==> src/lds_pkg.sv <==
// package: constants and types of the serial dimmer control block
package lds_pkg;
  // frame layout, host to device, msb first after one discarded bit
  localparam int ADDR_W = 3;
  localparam int DIM_W = 8;
  localparam int TSEL_W = 4;
  localparam int SETUP_W = 4;
  localparam int WR_BITS = ADDR_W + DIM_W + TSEL_W + SETUP_W;
  localparam int RD_BITS = 24;
  localparam int CNT_W = 6;
  // setup field positions
  localparam int SETUP_REGDIM_BIT = 1;
  localparam int SETUP_GROUP_BIT = 3;
  // reset values
  localparam logic [DIM_W-1:0] DIM_RESET = 8'hFF;
  localparam logic [TSEL_W-1:0] TSEL_RESET = 4'h0;
  localparam logic [SETUP_W-1:0] SETUP_RESET = 4'h0;
  localparam logic CHIP_SEL_BIT2 = 1'b0;
  // sensor byte layout: 6-bit result in bits 7..2
  localparam int SENSE_W = 6;
  localparam int SENSE_LSB = 2;
  // direction bit after the address: 1 reads
  localparam logic DIR_READ = 1'b1;

  typedef struct packed {
    logic [DIM_W-1:0] dim;
    logic [TSEL_W-1:0] tsel;
    logic [SETUP_W-1:0] setup;
  } lds_regs_t;

  typedef struct packed {
    logic [15:0] group1;
    logic [15:0] group2;
  } lds_mon_t;

  typedef enum logic [1:0] {
    ST_IDLE = 2'b00,
    ST_HEAD = 2'b01,
    ST_WRITE = 2'b10,
    ST_READ = 2'b11
  } lds_state_t;
endpackage

==> src/lds_serial_regs.sv <==
// module: serial register interface of the led dimmer
// Behaviour
// chip address from two straps, bit2 zero
// act only on matching frame address
// dim FFh brightest, 01h deepest dimming
// register dimming needs setup bit 1 set
// setup bit1 zero selects photo sensor
// setup bit 3 picks monitor group
// test select picks monitor signal
// sample on clock edges, drop first bit
// read data changes on rising clock edge
// read returns dim, temperature, ambient bytes
// host writes address, dim, test, setup
// temperature result in bits 7 to 2
// ambient result in bits 7 to 2
// reset pin clears interface and registers
module lds_serial_regs (
  // clock and reset
  input wire logic clock,
  input wire logic rst,
  // reset pin from outside
  input wire logic reset_pin,
  // address straps
  input wire logic chip_sel_bit0,
  input wire logic chip_sel_bit1,
  // serial link
  input wire logic host_serial_clock,
  input wire logic serial_data_line_in,
  input wire logic frame_active,
  output logic serial_data_line_out,
  output logic serial_data_line_oe,
  // analog side values
  input wire logic [lds_pkg::SENSE_W-1:0] temp_result,
  input wire logic [lds_pkg::SENSE_W-1:0] ambient_result,
  input wire logic [lds_pkg::DIM_W-1:0] photo_sensor_input,
  input wire lds_pkg::lds_mon_t monitor_sigs,
  // outputs
  output logic [lds_pkg::DIM_W-1:0] dim_level,
  output logic reg_dim_active,
  output logic monitor_out_pin,
  output lds_pkg::lds_regs_t regs
);
  import lds_pkg::*;

  logic [4:0] s1_q, s2_q;
  logic sck_prev_q, sck_prev_d;
  logic sck, din, fr, rpin, sda0, sda1;
  logic [1:0] strap_q, strap_d;
  lds_state_t st_q, st_d;
  logic [CNT_W-1:0] cnt_q, cnt_d;
  logic [WR_BITS-1:0] sh_q, sh_d;
  logic [RD_BITS-1:0] rd_q, rd_d;
  logic out_q, out_d, oe_q, oe_d;
  lds_regs_t regs_q, regs_d;
  logic [DIM_W-1:0] dim_q, dim_d;
  logic mon_q, mon_d;
  // set once a frame is refused or complete; cleared when the frame ends
  logic lock_q, lock_d;
  logic rise, fall, clr;
  logic [ADDR_W-1:0] my_addr, rx_addr;
  logic [DIM_W-1:0] temp_byte, ambient_byte;

  // two-stage synchronisers for the link, reset pin and bit1 strap inputs
  always_ff @(posedge clock) begin
    if (rst) begin
      s1_q <= 5'h00;
      s2_q <= 5'h00;
    end else begin
      s1_q <= {reset_pin, frame_active, serial_data_line_in,
               chip_sel_bit1, host_serial_clock};
      s2_q <= s1_q;
    end
  end
  assign sck = s2_q[0];
  assign sda1 = s2_q[1];
  assign din = s2_q[2];
  assign fr = s2_q[3];
  assign rpin = s2_q[4];

  // bit0 strap shares no slot above; synchronise separately
  logic b0_1_q, b0_2_q;
  always_ff @(posedge clock) begin
    if (rst) begin
      b0_1_q <= 1'b0;
      b0_2_q <= 1'b0;
    end else begin
      b0_1_q <= chip_sel_bit0;
      b0_2_q <= b0_1_q;
    end
  end
  assign sda0 = b0_2_q;

  assign rise = sck & ~sck_prev_q;
  assign fall = ~sck & sck_prev_q;
  assign clr = rpin;
  assign my_addr = {CHIP_SEL_BIT2, strap_q};
  assign rx_addr = sh_q[ADDR_W-1:0];
  assign temp_byte = {temp_result, {SENSE_LSB{1'b0}}};
  assign ambient_byte = {ambient_result, {SENSE_LSB{1'b0}}};

  always_comb begin
    sck_prev_d = sck;
    strap_d = {sda1, sda0};
    st_d = st_q;
    cnt_d = cnt_q;
    sh_d = sh_q;
    rd_d = rd_q;
    out_d = out_q;
    oe_d = oe_q;
    regs_d = regs_q;
    lock_d = lock_q;
    if (clr || !fr) begin
      st_d = ST_IDLE;
      cnt_d = '0;
      oe_d = 1'b0;
      out_d = 1'b0;
      lock_d = 1'b0;
      if (clr) begin
        regs_d = '{dim: DIM_RESET, tsel: TSEL_RESET, setup: SETUP_RESET};
      end
    end else if (!lock_q) begin
      // without the lock, trailing bits would be parsed as a new header
      case (st_q)
        ST_IDLE: begin
          // first sampled bit of a frame is dropped
          if (rise) begin
            st_d = ST_HEAD;
            cnt_d = '0;
          end
        end
        ST_HEAD: begin
          if (rise) begin
            sh_d = {sh_q[WR_BITS-2:0], din};
            cnt_d = cnt_q + 1'b1;
            if (cnt_q == CNT_W'(ADDR_W)) begin
              // address done, this bit is direction
              if (rx_addr != my_addr) begin
                st_d = ST_IDLE;
                cnt_d = '0;
                lock_d = 1'b1;
              end else if (din == DIR_READ) begin
                st_d = ST_READ;
                cnt_d = '0;
                rd_d = {dim_q, temp_byte, ambient_byte};
              end else begin
                st_d = ST_WRITE;
                cnt_d = '0;
              end
            end
          end
        end
        ST_WRITE: begin
          if (rise) begin
            sh_d = {sh_q[WR_BITS-2:0], din};
            cnt_d = cnt_q + 1'b1;
            if (cnt_q == CNT_W'(DIM_W + TSEL_W + SETUP_W - 1)) begin
              // dim, test select, setup order from host
              regs_d = lds_regs_t'({sh_q[DIM_W+TSEL_W+SETUP_W-2:0],
                                    din});
              st_d = ST_IDLE;
              lock_d = 1'b1;
            end
          end
        end
        ST_READ: begin
          if (rise) begin
            oe_d = 1'b1;
            out_d = rd_q[RD_BITS-1];
            rd_d = {rd_q[RD_BITS-2:0], 1'b0};
            cnt_d = cnt_q + 1'b1;
          end else if (fall && cnt_q == CNT_W'(RD_BITS)) begin
            oe_d = 1'b0;
            st_d = ST_IDLE;
            lock_d = 1'b1;
          end
        end
        default: st_d = ST_IDLE;
      endcase
    end
  end

  // dimming path and monitor selection
  always_comb begin
    if (regs_q.setup[SETUP_REGDIM_BIT]) begin
      dim_d = regs_q.dim;
    end else begin
      dim_d = photo_sensor_input;
    end
    if (regs_q.setup[SETUP_GROUP_BIT]) begin
      mon_d = monitor_sigs.group2[regs_q.tsel];
    end else begin
      mon_d = monitor_sigs.group1[regs_q.tsel];
    end
  end

  always_ff @(posedge clock) begin
    if (rst) begin
      sck_prev_q <= 1'b0;
      strap_q <= 2'b00;
      st_q <= ST_IDLE;
      cnt_q <= '0;
      sh_q <= '0;
      rd_q <= '0;
      out_q <= 1'b0;
      oe_q <= 1'b0;
      regs_q <= '{dim: DIM_RESET, tsel: TSEL_RESET, setup: SETUP_RESET};
      dim_q <= DIM_RESET;
      mon_q <= 1'b0;
      lock_q <= 1'b0;
    end else begin
      sck_prev_q <= sck_prev_d;
      strap_q <= strap_d;
      st_q <= st_d;
      cnt_q <= cnt_d;
      sh_q <= sh_d;
      rd_q <= rd_d;
      out_q <= out_d;
      oe_q <= oe_d;
      regs_q <= regs_d;
      dim_q <= dim_d;
      mon_q <= mon_d;
      lock_q <= lock_d;
    end
  end

  assign serial_data_line_out = out_q;
  assign serial_data_line_oe = oe_q;
  assign dim_level = dim_q;
  assign reg_dim_active = regs_q.setup[SETUP_REGDIM_BIT];
  assign monitor_out_pin = mon_q;
  assign regs = regs_q;
endmodule

==> config.mk <==
export PLATFORM = sky130hd
export DESIGN_NAME = lds_serial_regs
export DESIGN_NICKNAME = d
export VERILOG_FILES = /design/src/lds_pkg.sv /design/src/lds_serial_regs.sv
export SDC_FILE = /design/constraint.sdc
export NUM_CORES = 1
export LEC_CHECK = 0
export ABC_AREA = 1
export BUFFER_PORTS_ARGS = -buffer_cell sky130_fd_sc_hd__buf_4
export CAP_MARGIN = 20
export CORE_MARGIN = 5
export CORE_UTILIZATION = 35
export DETAILED_ROUTE_END_ITERATION = 8
export PLACE_DENSITY = 0.59
export SYNTH_ARGS = -nofsm -noshare
export SYNTH_HDL_FRONTEND = slang
export SYNTH_SLANG_ARGS = --single-unit
==> constraint.sdc <==
create_clock -name clock -period 2.3 [get_ports clock]
set_input_delay 0.115 -clock clock [delete_from_list [all_inputs] [get_ports clock]]
set_output_delay 0.115 -clock clock [all_outputs]
set_load 0.02 [all_outputs]
### Word level (Yosys, flattened, before mapping)

Index checks and enable logic that the tools add are counted.

| word-level totals | value |
|---|---|
| output and inout port bits | 28 |
| logic and storage cells | 109 |
| flip-flop bits (word level) | 90 |

| cells by class | value |
|---|---|
| equality and inequality tests | 20 |
| add/sub/neg operators | 1 |
| bitwise gates (word level) | 6 |
| $lt $le $gt $ge | 1 |
| multiplexer cells | 44 |
| reductions and logical operators | 19 |

Operators with widths:

| kind | number |
|---|---|
| 2-to-1 mux 24 bit | 5 |
| 2-to-1 mux 16 bit | 6 |
| case mux 24 bit (2 select lines) | 1 |
| 2-to-1 mux 6 bit | 4 |
| != test 2 bit, second input constant | 11 |
| case mux 6 bit (3 select lines) | 1 |
| 2-to-1 mux 2 bit | 8 |
| AND reduction 8 bit | 2 |
| 2-to-1 mux 1 bit | 14 |
| nonzero test 2 bit | 5 |
| binary-select mux 1 bit (select 4 bit) | 2 |
| 2-to-1 mux 8 bit | 1 |
| case mux 2 bit (4 select lines) | 1 |
| AND reduction 4 bit | 2 |
| adder 6 x 1 -> 6 bit, second input constant | 1 |
| equality test 6 x 2 -> 1 bit, second input constant | 1 |
| equality test 6 x 4 -> 1 bit, second input constant | 1 |
| equality test 6 x 5 -> 1 bit, second input constant | 1 |
| AND reduction 3 bit | 2 |
| OR reduction 2 bit | 3 |
| < comparator 4 x 5 -> 1 bit, second input constant | 1 |
| AND reduction 5 bit | 1 |
| equality test 2 bit, second input constant | 2 |
| != test 2 x 1 -> 1 bit, second input constant | 2 |
| other kinds (9) | 13 |

### Depth between registers and ports, before layout

Gate-level depths: netlist of run 1.

| depth | value |
|---|---|
| word-level depth | 7 |
| depth in mapped cells | 13 |

### Least setup slack after synthesis of run 1

No wires, ideal clock.

| timing | value |
|---|---|
| path kind | flip-flop to flip-flop |
| start point | reg cnt_q[0] |
| end point | reg regs_q, in the netlist regs[7] |
| required time | 2168 ps |
| cell stages (with the launch flop) | 11 |
| path buffers | 1 |
| arrival time | 1439 ps |
| period minus slack after synthesis | 1571 ps |
| path slack | 729 ps |
| cell sequence | dfxtp_1 -> ha_1 -> nand3_2 -> nor2_2 -> nand2_1 -> or2_4 -> nand2_8 -> inv_4 -> buf_6 -> nand2_1 -> a21oi_1 |

| on the way | value |
|---|---|
| longest elaborated chain between the ends | 3 |

RTL lines:

| item | RTL line | text |
|---|---|---|
| start, declared | lds_serial_regs.sv:50 | `logic [CNT_W-1:0] cnt_q, cnt_d;` |
| start signal, assigned | lds_serial_regs.sv:214 | `cnt_q <= cnt_d;` |
| equality test 6 x 4 -> 1 bit | lds_serial_regs.sv:156 | `if (cnt_q == CNT_W'(DIM_W + TSEL_W + SETUP_W - 1)) begin` |
| nonzero test 2 bit (no line) | n/a |  |
| AND reduction 5 bit (no line) | n/a |  |
| end signal, assigned | lds_serial_regs.sv:206 | `regs_q <= '{dim: DIM_RESET, tsel: TSEL_RESET, setup: SETUP_RESET};` |
| end signal, assigned | lds_serial_regs.sv:219 | `regs_q <= regs_d;` |
| end, declared | lds_serial_regs.sv:54 | `lds_regs_t regs_q, regs_d;` |

No other way between the ends.
A chain may end at the register's enable or synchronous reset.

### Worst setup path in the final report of run 1

| timing | value |
|---|---|
| start point | reg st_q[1] |
| end point | reg rd_q[17] |

| on the way | value |
|---|---|
| longest elaborated chain between the ends | 3 |

RTL lines:

| item | RTL line | text |
|---|---|---|
| start, declared | lds_serial_regs.sv:49 | `lds_state_t st_q, st_d;` |
| start signal, assigned | lds_serial_regs.sv:213 | `st_q <= st_d;` |
| equality test 2 x 1 -> 1 bit or equality test 2 bit (tied branches) | lds_serial_regs.sv:123 | `case (st_q)` |
| != test 2 bit (no line) or nonzero test 2 bit (tied branches) | n/a |  |
| AND reduction 8 bit (no line) | n/a |  |
| end signal, assigned | lds_serial_regs.sv:216 | `rd_q <= rd_d;` |
| end, declared | lds_serial_regs.sv:52 | `logic [RD_BITS-1:0] rd_q, rd_d;` |

Several ways; a longest one is shown, not always the timed one.

==> impl_metrics.csv, run 1 <==
group,metric,value,unit
route,vias_per_cell,4.50,
synth,synth_top_flop_cell,"dfxtp_1",
route,first_iter_violations,186,
layout,area_growth,28.5,%
synth,synth-seq-area-share,43.5,%
worst_setup_path,startpoint,"st_q[1]",
die,dieHeight,118,um
synth,synth_edf_count,0,
sta,min_period,1.87,ns
sta,maxSlewHeadroom,67.0,%
clock_network,post_cts_buffers,0,
grt,grt_pass1_wl,16300,um
sta,min_period_over_period,81.4,%
worst_setup_path,rr_worst_depth,11,
layout,final_nets,770,
placement,post-place-ws,0.446,ns
route,ant_nets,0,
synth,synth_commonest_cells,"201 x nand2_1, 105 x nor2_1, 88 x dfxtp_1",
clock_network,clk_pin_slew,0.07,ns
worst_setup_path,cp_common_cell,"nand2_1",
die,rows,39,
synth,syn_area_per_cell,6.63,um2
grt,grt.overflow.total,0,
placement,place_inst,822,
synth,ys_seq_elements,88,
placement,detailed_place_hpwl,6900,um
sta,tns,0,ns
route,wl_per_cell,11.1,um
worst_setup_path,cp_slowest_cell,"dfxtp_1",
clock_network,htree_levels,3,
worst_setup_path,critPathMaxStageDelay,0.33,ns
sta,rsz0062_at_grt,"false",
sta,drv_slew,0,
worst_hold_path,hold_class,"primary input to flip-flop",
layout,fillers,1149,
sta,clock.fmax,0.534,GHz
route,vias,3832,
power,finalPower,3.18,mW
die,die_area,13800,um2
synth,async_flop_share,0,%
worst_setup_path,r2r_slack,0.43,ns
power,power_leakage,2.53,nW
worst_setup_path,crit_required,2.53,ns
worst_setup_path,path_max_fanout,16,
die,die_w,118,um
synth,synth_nets,678,
grt,grt_antenna_before_repair,0,
synth,synth_most_common_cell,"nand2_1",
worst_setup_path,r2r-start,"st_q[1]",
clock_network,cts_tree,"done",
sta,worst_pin_slew,0.495,ns
synth,yosys_warnings,0,
clock_network,root_buffer,"clkbuf_16",
power,ir_drop,0.337,mV
worst_hold_path,hold_end,"dim_level[5]",
worst_setup_path,crit_type,"flip-flop to flip-flop",
worst_hold_path,holdPathStages,3,
sta,finalSetupViolCount,0,
layout,fin_cells,851,
run,maxCapViolations,0,
die,core_area,11400,um2
route,drt_wl_total,9430,um
sta,setup_ws,0.427,ns
clock_network,cts.path.max_buffers,2,
clock_network,cts_num_sinks,88,
synth,syn_inst,611,
die,ios,88,
synth,synth_top_cell_area_share,43.5,%
layout,diodes,0,
sta,final_hold_viol_count,0,
worst_setup_path,cp-end-kind,"flip-flop",
clock_network,clk_latency,0.33,ns
synth,synth_largest_area_cell,"dfxtp_1",
power,pwr_density_cell,610,nW/um2
grt,grt_pass1_vias,3647,
sta,skew,0.00958,ns
clock_network,cts-resized-gates,0,
worst_setup_path,critical_path.cell_chain,"inv_1 -> ha_1 -> nand3_1 -> nand2_1 -> nand2_1 -> nor2_1 -> nand2_1 -> inv_2 -> nand2_1 -> nand2_1 -> nor2_1",
outcome,status,"finished clean",
die,start_util,35.6,%
placement,finalWeightedCongestion,0.798,
layout,drive_gt1_share,17.4,%
synth,synth_area_leaders,"dfxtp_1 43%, nand2_1 19%, nor2_1 9.7%, nand3_1 5.4%, inv_1 5.3%",
synth,yosysUniqueCellTypes,28,
clock_network,cts_made_buffers,9,
worst_setup_path,rr_endpoint,"rd_q[17]",
worst_setup_path,crit_arrival,2.10,ns
route,dr.pass1.iters,4,
route,drc,0,
grt,grt_max_degree,53,
worst_hold_path,hp-start,"photo_sensor_input[5]",
synth,syn-cell-area,4050,um2
grt,grt_usage,13.7,%
worst_setup_path,crit_path_start_kind,"flip-flop",
placement,port-buffer-count,87,
[registers in the layout, indices dropped and copies added (netlist names)]
register              cells
sck_prev_q                1
s1_q                      5
serial_data_line_out      1
serial_data_line_oe       1
cnt_q                     6
dim_level                 8
b0_1_q                    1
lock_q                    1
reg_dim_active            1
monitor_out_pin           1
st_q                      2
rd_q                     22
b0_2_q                    1
regs                     15
sh_q                     15
s2_q                      5
strap_q                   2
[placed cells by master (no fill, tap or decap), types with 7 or more instances in the layout]
master	count
nand2_1	201
nor2_1	105
buf_4	94
dfxtp_1	88
inv_1	57
nand3_1	44
o21ai_0	42
a21oi_1	21
dlygate4sd3_1	13
clkbuf_16	9
ha_1	7
[logic make-up after synthesis]
group           count (synthesis)  synth area share, %
compound gates                 65                 8.18
xor+xnor                        2                0.432
simple gates                  360                 36.3
flops                          88                 43.5
fa+ha+maj                       7                 2.16
buf+inv                        89                 9.39
[worst max-delay path by stage]
stage	end	slack (ns)
6_report	rd_q[17]	0.43
5_1_grt	rd_q[9]	0.20
4_1_cts	rd_q[17]	0.45
3_5_place_dp	rd_q[17]	0.45
3_3_place_gp	rd_q[9]	0.52
2_1_floorplan	regs[7]	0.73
[worst max-delay path, delay by kind of cell (launching register included)]
family | cells | cell delay, ns
AND/OR/NAND/NOR | 8 | 0.75
flip-flops | 1 | 0.33
adder cells (fa/ha/maj) | 1 | 0.26
buffers and inverters | 2 | 0.42
[report_power, final]
group,internal (mW),leakage [nW],total [mW],switching [mW]
clock,0.745,0.138,1.36,0.613
combinational,0.133,1.68,0.251,0.118
sequential,1.55,0.715,1.57,0.0164
total,2.43,2.53,3.18,0.748
[per-stage QoR]
step	hold WS (ns)	util, %	area [um2]
6_report	0.00805	45.8	5200
5_1_grt	0.00830	45.8	5200
4_1_cts	0.00301	45.8	5200
3_5_place_dp	0.320	42.2	4790
3_3_place_gp	0.313	42.2	4790
2_1_floorplan	0.222	-	4050
[metal layers]
| metal | vias to the layer above | GRT usage (%) | wire, um |
|---|---|---|---|
| met1 | 1702 | 17.6 | 4490 |
| met4 | 0 | 2.65 | 63 |
| li1 | 2058 | - | - |
| met5 | - | 0 | 0 |
| met2 | 65 | 23.1 | 4420 |
| met3 | 7 | 3.70 | 454 |
[timing repair]
item,4_1_cts,5_1_grt
hold endpoints to repair,13,0
hold buffers,13,0
endpoints found under the setup margin,0,0
[area by class of cell]
type                            instances  area (um2)  share of cell area (%)
Clock buffer                            9         225                    4.33
Multi-Input combinational cell        434        1910                    36.7
Tap cell                              143         179                    3.44
Timing Repair Buffer                  107         836                    16.1
Sequential cell                        88        1760                    33.8
Inverter                               63         239                    4.59
Clock inverter                          7        55.1                    1.06
Power figures use the tool's default switching activity.
==> run 2: changes to the inputs <==
--- a/config.mk
+++ b/config.mk
@@ -11,7 +11,7 @@
 export CORE_MARGIN = 5
 export CORE_UTILIZATION = 35
 export DETAILED_ROUTE_END_ITERATION = 8
-export PLACE_DENSITY = 0.59
+export PLACE_DENSITY = 0.62
 export SYNTH_ARGS = -nofsm -noshare
 export SYNTH_HDL_FRONTEND = slang
 export SYNTH_SLANG_ARGS = --single-unit
==> constraint.sdc (replaced) <==
create_clock -name clock -period 1.7 [get_ports clock]
set_input_delay 0.085 -clock clock [delete_from_list [all_inputs] [get_ports clock]]
set_output_delay 0.085 -clock clock [all_outputs]
set_load 0.02 [all_outputs]
==> run 2 against run 1 <==
Against the previous run:
- sequential cell count did not move
- final cell count rose by 0.71%
- largest cell class unchanged
- routed wire length grew 0.79%
- hold slack better by 0.065 ns
- critical endpoint is now cnt_q[4]
- via count rose by 2.0%
- count of clock-buffer cells in the layout increased by 1
- die area unchanged
- register-to-register slack got worse by 0.34 ns
- sequential share of layout area down 0.68 points
==> impl_metrics.csv, run 2 (same netlist as run 1, synthesis figures left out) <==
group,metric,value,unit
outcome,status,"finished clean",
worst_setup_path,path_max_fanout,5,
worst_setup_path,crit_type,"flip-flop to flip-flop",
clock_network,cts.path.max_buffers,2,
clock_network,cts_tree,"done",
clock_network,clk_pin_slew,0.07,ns
power,power_frac_clock,44.0,%
placement,place_inst,827,
sta,finalSetupViolCount,0,
grt,grt_pass1_wl,16500,um
die,start_util,35.6,%
grt,grt_antenna_before_repair,0,
sta,rsz0062_at_grt,"true",
clock_network,cts_made_buffers,9,
route,ant_nets,0,
placement,finalWeightedCongestion,0.820,
power,comb_power_share,7.9,%
placement,port-buffer-count,87,
worst_setup_path,crit_required,1.93,ns
clock_network,htree_levels,3,
sta,min_period_over_period,94.7,%
power,pwr_density_cell,828,nW/um2
power,p_switching,985,uW
layout,final_nets,776,
grt,grt.overflow.total,0,
die,dieHeight,118,um
route,first_iter_violations,176,
grt,grt_pass1_vias,3679,
die,core_area,11400,um2
clock_network,clk_latency,0.33,ns
clock_network,root_buffer,"clkbuf_16",
sta,clock.fmax,0.621,GHz
route,wl_per_cell,11.1,um
sta,tns,0,ns
layout,drive_gt1_share,19.3,%
layout,largest_reg_flops,22,
layout,fin_cells,857,
layout,final_common_cell,"nand2_1",
worst_setup_path,cp-end-kind,"flip-flop",
layout,diodes,0,
layout,largest-register,"rd_q",
layout,fillers,1120,
route,drc,0,
run,maxCapViolations,0,
layout,area_growth,31.6,%
die,ios,88,
sta,worst_pin_slew,0.488,ns
sta,maxSlewHeadroom,67.3,%
layout,final_cell_mix,"199 x nand2_1, 104 x nor2_1, 97 x buf_4",
die,rows,39,
route,vias_per_cell,4.56,
die,die_w,118,um
grt,grt_max_degree,52,
die,die_area,13800,um2
route,dr.pass1.iters,5,
sta,skew,0.00693,ns
worst_setup_path,crit_path_start_kind,"flip-flop",
power,swShare,22.3,%
power,ir_drop,0.468,mV
worst_hold_path,hold_class,"primary input to flip-flop",
placement,detailed_place_hpwl,6900,um
sta,drv_slew,0,
power,power_leakage,2.56,nW
route,vias,3907,
route,drt_wl_total,9510,um
sta,final_hold_viol_count,0,
clock_network,post_cts_buffers,0,
grt,grt_usage,13.8,%
clock_network,cts_num_sinks,88,
worst_setup_path,crit_arrival,1.84,ns
layout,final_util,46.9,%
power,p_int,3.43,mW
power,power_frac_seq,48.0,%
sta,min_period,1.61,ns
==> run 2: cell types whose count changed in the layout (fill, tap and decap cells not counted), sizes merged <==
cell,change
buf,+5
inv,-2
bufinv,+1
clkbuf,+1
clkinv,-1
clkinvlp,+1
dlygate4sd3,+1
==> run 2: final cells by class <==
| cell class | count | area (um2) | share of cell area (%) |
|---|---|---|---|
| Inverter | 63 | 241 | 4.53 |
| Clock buffer | 10 | 229 | 4.29 |
| Sequential cell | 88 | 1770 | 33.2 |
| Clock inverter | 6 | 67.6 | 1.27 |
| Multi-Input combinational cell | 434 | 1950 | 36.5 |
| Tap cell | 143 | 179 | 3.36 |
| Timing Repair Buffer | 113 | 900 | 16.9 |
==> run 2: metrics by stage <==
stage | cell area, um2 | setup WS (ns) | hold WS (ns) | total power [mW]
detailed placement | 4840 | 0.0267 | 0.290 | 2.49
global route | 5330 | -0.00605 | 0.104 | 4.60
floorplan | 4050 | 0.129 | 0.192 | 2.32
CTS | 5280 | 0.0247 | 0.0606 | 4.48
finish | 5330 | 0.0905 | 0.0731 | 4.41
global placement | 4840 | 0.0771 | 0.286 | 2.49
==> run 2: timing repair <==
action,CTS,global route
resized for setup,0,21
hold buffers,14,0
endpoints found under the setup margin,0,47
hold endpoints to repair,14,0
==> run 2: worst paths after layout <==
path | startpoint | end | slack, ns | cells after the start
worst min register to register | s1_q[4] | s2_q[4] | 0.40 | 2
worst min-delay path | ambient_result[0] | rd_q[2] | 0.07 | 5
worst max register to register | st_q[0] | cnt_q[4] | 0.09 | 10
worst max-delay path | st_q[0] | cnt_q[4] | 0.09 | 10
==> run 2: power by group through the flow <==
stage          Combinational (mW)  Clock (mW)  Sequential (mW)
6_report                    0.350        1.94             2.12
5_1_grt                     0.392        2.08             2.12
4_1_cts                     0.351        2.01             2.12
3_5_place_dp                0.324           0             2.17
3_3_place_gp                0.320           0             2.17
2_1_floorplan               0.130           0             2.19
==> run 2: per-layer routing <==
layer  GRT usage (%)  vias up  share of wire (%)
li1                -     2072                  -
met1            17.6     1735                 47
met2            22.0       82                 45
met3            5.00       18                6.0
met4            3.80        0                1.8
met5               0        -                  0
==> run 2: worst max-delay path, cell delays in order, from the launching register on <==
cell	delay [ns]
dfxtp_4	0.37
inv_1	0.09
ha_2	0.22
nor2_1	0.12
nand2_1	0.09
nand2_1	0.07
nand2_1	0.07
buf_4	0.16
nor2_1	0.13
xnor2_1	0.13
nor2_1	0.05
